<file path="src/include/rpc_pkg.sv">
// constants, types and register map of the region permission checker
// assumes a single 250 MHz core clock domain and an AHB-Lite register port
`default_nettype none
package rpc_pkg;
    localparam int NUM_REGIONS = 8;
    localparam int IDX_W       = 3;

    // register byte offsets
    localparam logic [7:0] OFF_REGION_SEL  = 8'h00;
    localparam logic [7:0] OFF_REGION_BASE = 8'h04;
    localparam logic [7:0] OFF_REGION_ATTR = 8'h08;
    localparam logic [7:0] OFF_CTRL        = 8'h0c;
    localparam logic [7:0] OFF_FAULT_CAUSE = 8'h10;
    localparam logic [7:0] OFF_FAULT_ADDR  = 8'h14;
    localparam logic [7:0] OFF_LAST_ATTR   = 8'h18;

    // region_attribute_register fields
    localparam int ATTR_EN     = 0;
    localparam int ATTR_SIZE_L = 1;
    localparam int ATTR_SIZE_H = 5;
    localparam int ATTR_WMERGE = 16;
    localparam int ATTR_LHOLD  = 17;
    localparam int ATTR_POOL   = 18;
    localparam int ATTR_TYPE_L = 19;
    localparam int ATTR_TYPE_H = 21;
    localparam int ATTR_PERM_L = 24;
    localparam int ATTR_PERM_H = 26;
    localparam int ATTR_NOFET  = 28;
    localparam logic [31:0] ATTR_WR_MASK = 32'h173f003f;

    // control and fault cause bits
    localparam int CTRL_EN        = 0;
    localparam int CAUSE_FETCH    = 0;
    localparam int CAUSE_DATA     = 1;
    localparam int CAUSE_ADDR_VLD = 7;
    localparam logic [7:0] CAUSE_RESET = 8'h00;

    // permission codes
    localparam logic [2:0] PERM_NONE    = 3'b000;
    localparam logic [2:0] PERM_PRIV_RW = 3'b001;
    localparam logic [2:0] PERM_USER_RO = 3'b010;
    localparam logic [2:0] PERM_FULL    = 3'b011;
    localparam logic [2:0] PERM_RSVD    = 3'b100;
    localparam logic [2:0] PERM_PRIV_RO = 3'b101;
    localparam logic [2:0] PERM_RO_A    = 3'b110;
    localparam logic [2:0] PERM_RO_B    = 3'b111;

    // memory type field values
    localparam logic [2:0] TYPE_BASIC  = 3'b000;
    localparam logic [2:0] TYPE_NORMAL = 3'b001;
    localparam logic [2:0] TYPE_DEVICE = 3'b010;
    localparam int         TYPE_CACHED = 2;

    localparam logic [1:0] HTRANS_NONSEQ = 2'b10;
    localparam logic [2:0] HSIZE_WORD    = 3'b010;

    typedef enum logic [1:0] {MEM_STRONG, MEM_DEVICE, MEM_NORMAL, MEM_RESERVED} rpc_kind_e;
    // order follows the two-bit policy encoding 00..11
    typedef enum logic [1:0] {POL_NONCACHE, POL_WB_RWA, POL_WT_NWA, POL_WB_NWA} rpc_policy_e;

    typedef struct packed {
        logic [31:0] base;
        logic [31:0] attr;
    } rpc_region_s;

    typedef struct packed {
        logic [31:0] addr;
        logic        write;
        logic        fetch;
        logic        priv;
    } rpc_access_s;

    typedef struct packed {
        logic        hit;
        logic [2:0]  region;
        rpc_kind_e   kind;
        logic        shareable;
        rpc_policy_e outer;
        rpc_policy_e inner;
    } rpc_decode_s;
endpackage
`default_nettype wire

</file>
<file path="src/core/rpc_region_store.sv">
// storage of base and attribute words for all protection regions
// assumes writes come from the register slave, one word per cycle
`default_nettype none
module rpc_region_store
    import rpc_pkg::*;
(
    // clock and reset
    input  wire logic                          clk,
    input  wire logic                          rst_n,
    // write port
    input  wire logic                          baseWe,
    input  wire logic                          attrWe,
    input  wire logic [IDX_W-1:0]              wrIdx,
    input  wire logic [31:0]                   wrData,
    // all entries, straight from flops
    output rpc_region_s [NUM_REGIONS-1:0]      regions
);
    for (genvar i = 0; i < NUM_REGIONS; i++) begin : g_entry
        always_ff @(posedge clk or negedge rst_n) begin
            if (!rst_n) begin
                regions[i] <= '0;
            end else begin
                if (baseWe && wrIdx == IDX_W'(i)) begin
                    regions[i].base <= wrData;
                end
                if (attrWe && wrIdx == IDX_W'(i)) begin
                    regions[i].attr <= wrData & ATTR_WR_MASK;
                end
            end
        end
    end
endmodule
`default_nettype wire

</file>
<file path="config.mk">
export PLATFORM = sky130hd
export DESIGN_NAME = rpc_region_store
export DESIGN_NICKNAME = d
export VERILOG_FILES = /design/src/include/rpc_pkg.sv /design/src/core/rpc_region_store.sv
export SDC_FILE = /design/constraint.sdc
export NUM_CORES = 1
export LEC_CHECK = 0
export ABC_AREA = 1
export BUFFER_PORTS_ARGS = -buffer_cell sky130_fd_sc_hd__buf_2
export CAP_MARGIN = 20
export CORE_AREA = 4 4 215 217
export DETAILED_ROUTE_END_ITERATION = 8
export DIE_AREA = 0 0 219 221
export GPL_ROUTABILITY_DRIVEN = 0
export PLACE_DENSITY = 0.63
export SLEW_MARGIN = 20
export SYNTH_ARGS = -nofsm -noshare
export SYNTH_HDL_FRONTEND = slang
export SYNTH_SLANG_ARGS = --single-unit
</file>
<file path="constraint.sdc">
create_clock -name clk -period 0.8 [get_ports clk]
set_clock_uncertainty 0.1 [all_clocks]
set_input_delay 0.08 -clock clk [delete_from_list [all_inputs] [get_ports clk]]
set_output_delay 0.08 -clock clk [all_outputs]
set_load 0.02 [all_outputs]
</file>
==> metrics.txt <==
status finished, violations left; failing checks negative hold slack, negative setup slack; cells on worst reg2reg path 4; crit path cell chain buf_6; met2 Use GR 43.72%; largest registers regions: 384 flops; core footprint 44120 um2; H-tree Lvls 2; chip width 219 um; register bit total from synthesis 384; Sink Count 384; Worst-Skew Late Latency 0.55 ns; Ys Warns 0; Period minus WS final 1.337 ns; Largest Register regions; R2R Path End regions[43]; Tcrit/Tclk final 167.1%; Avg Inst Size Synth 8.913 um2; Post-Place Setup Slack -0.7101 ns; Slowest-stage cell, CP dfrtp_1; Die Span Y 221 um; CP max stage delay 0.44 ns; vias after detailed routing 16.89k; gr ovfl total 0; hold-critical path depth 3; end-of-flow core utilization 60.06%; Final WS setup -0.5370 ns; max_cap viols 0; clock-pin transition on the worst setup and hold timing paths 0.06 ns; Pwr Density 2697 nW/um2; First DRT Iteration DRCs 1773; initial antenna violation count 4; CTS tree yes; Worst Path Required 0.62 ns; placed cells 2850; worst-margin pin slew 0.5241 ns; synth unique cells 19; non-filler cells, final 3131; drt pass-1 iters 6; most used routing layer met2; Slew Viols, Final 0; Netlist Area Pre-Place 16830 um2; drt total wl 72.46 mm; Synth Instances 1888; Max FO, Critical Path 2; routing usage on met1 34.40%; Site Rows 77; Relative slew margins 65.06%; worst reg-to-reg setup slack -0.16 ns; antenna-violating nets left 0; global-route wire length before repair 101.7 mm; cts bufs inserted 42; M3 GR Usage 6.529%; FF-to-FF Start regions[43]; Min Hold Slack -0.1933 ns; startpoint type of the worst setup path register; Layout Nets 2543; Vias/cell 5.393; GRT Overall Usage 27.04%; max reg flops 384; Leak 13.87 nW; Crit. End Element output pin; most common cell after layout, fill and taps aside nand2_1; Final Setup Violations 558; hpwl dp 43.79 mm; min-delay src baseWe; fmax 747.9 MHz; DR WL/cell 23.14 um; Setup CP Type reg2out; setup TNS -192.74 ns; CP top delay family flip-flops; maximum vdd drop 1.790 mV; hold crit path type in2reg; largest net degree at the start of global routing 69; commonest cells after routing, fill and taps aside nand2_1, buf_6, dfrtp_1; share of layout cells above drive strength 1 36.62%; Initial Utilization 38.14%; Max Buffers Root-to-Sink 3; sum of buffers and inverters on the critical path 1; DRC 0; I/O pin total 551; register area share after synthesis 57.10%; Hold Vio Cnt, Final 103; hold path endpoint regions[163]; arrival time worst endpoint 1.16 ns; unrepaired setup endpoints after global routing yes; # port buffers 422; number of global-route vias before repair 16.31k; Die Footprint 48400 um2; Area Growth Syn to Fin 57.48%; CTS root buffer clkbuf_16
==> stage by stage <==
step,power [mW],area [um2]
detailed placement,41.83,20260
CTS,68.80,25230
finish,71.47,26500
floorplan,35.00,17780
global placement,41.57,20260
global route,74.11,26500
==> per-layer routing <==
layer / vias to the layer above / part of all wire (%)
met1: 8275 / 36
met2: 1155 / 48
met4: 2 / 5.6
met3: 253 / 10
li1: 7200 / -
met5: - / 0.019
==> Yosys cell counts (all sizes together) <==
| library cell | number | area, um2 |
|---|---|---|
| clkbuf | 75 | 300.3 |
| conb | 1 | 3.750 |
| nor2 | 7 | 70.06 |
| buf | 246 | 1610 |
| nand2 | 821 | 3084 |
| inv | 5 | 18.77 |
| nand3 | 53 | 280.3 |
| nand4 | 296 | 1852 |
| dfrtp | 384 | 9609 |
==> cells by family (layout without fill, tap and decap cells) <==
logic type	count (synthesis)	in the layout	synth area share (%)
buffers and inverters	326	847	11.46
flip-flops	384	384	57.10
other	1	130	0.02228
AND/OR/NAND/NOR	1177	1178	31.41
==> worst max path at each step <==
stage | from | slack (ns) | endpoint | depth (start not counted)
4_1_cts | regions[467] | -0.56 | regions[467] | 1
6_report | regions[288] | -0.54 | regions[288] | 1
3_3_place_gp | wrIdx[1] | -0.64 | regions[96] | 8
5_1_grt | regions[58] | -0.57 | regions[58] | 1
3_5_place_dp | wrIdx[1] | -0.71 | regions[126] | 8
2_1_floorplan | wrIdx[0] | -0.20 | regions[37] | 6
==> report_power, final <==
part	internal (mW)	switching, mW
Sequential	23.1	3.57
Clock	12.1	8.15
Combinational	12.0	12.5
Total	47.2	24.3
==> layout make-up <==
class,instances,area (um2)
diodes,2,5.005
clock buffers,63,1251
clock inverters,14,182.7
fillers,3386,17620
inverters,5,36.28
multi-input cells,1306,6122
flip-flops and latches,384,9610
well taps,592,740.7
repair buffers,765,8553
==> repair_timing <==
item / in CTS / in global routing
setup buffers: 106 / 92
hold buffers: 31 / 1
gates cloned: 0 / 3
setup endpoints to repair: 416 / 558
hold endpoints to repair: 768 / 105
resized for setup: 779 / 232
pin swaps: 1 / 66
Power figures use the tool's default switching activity.
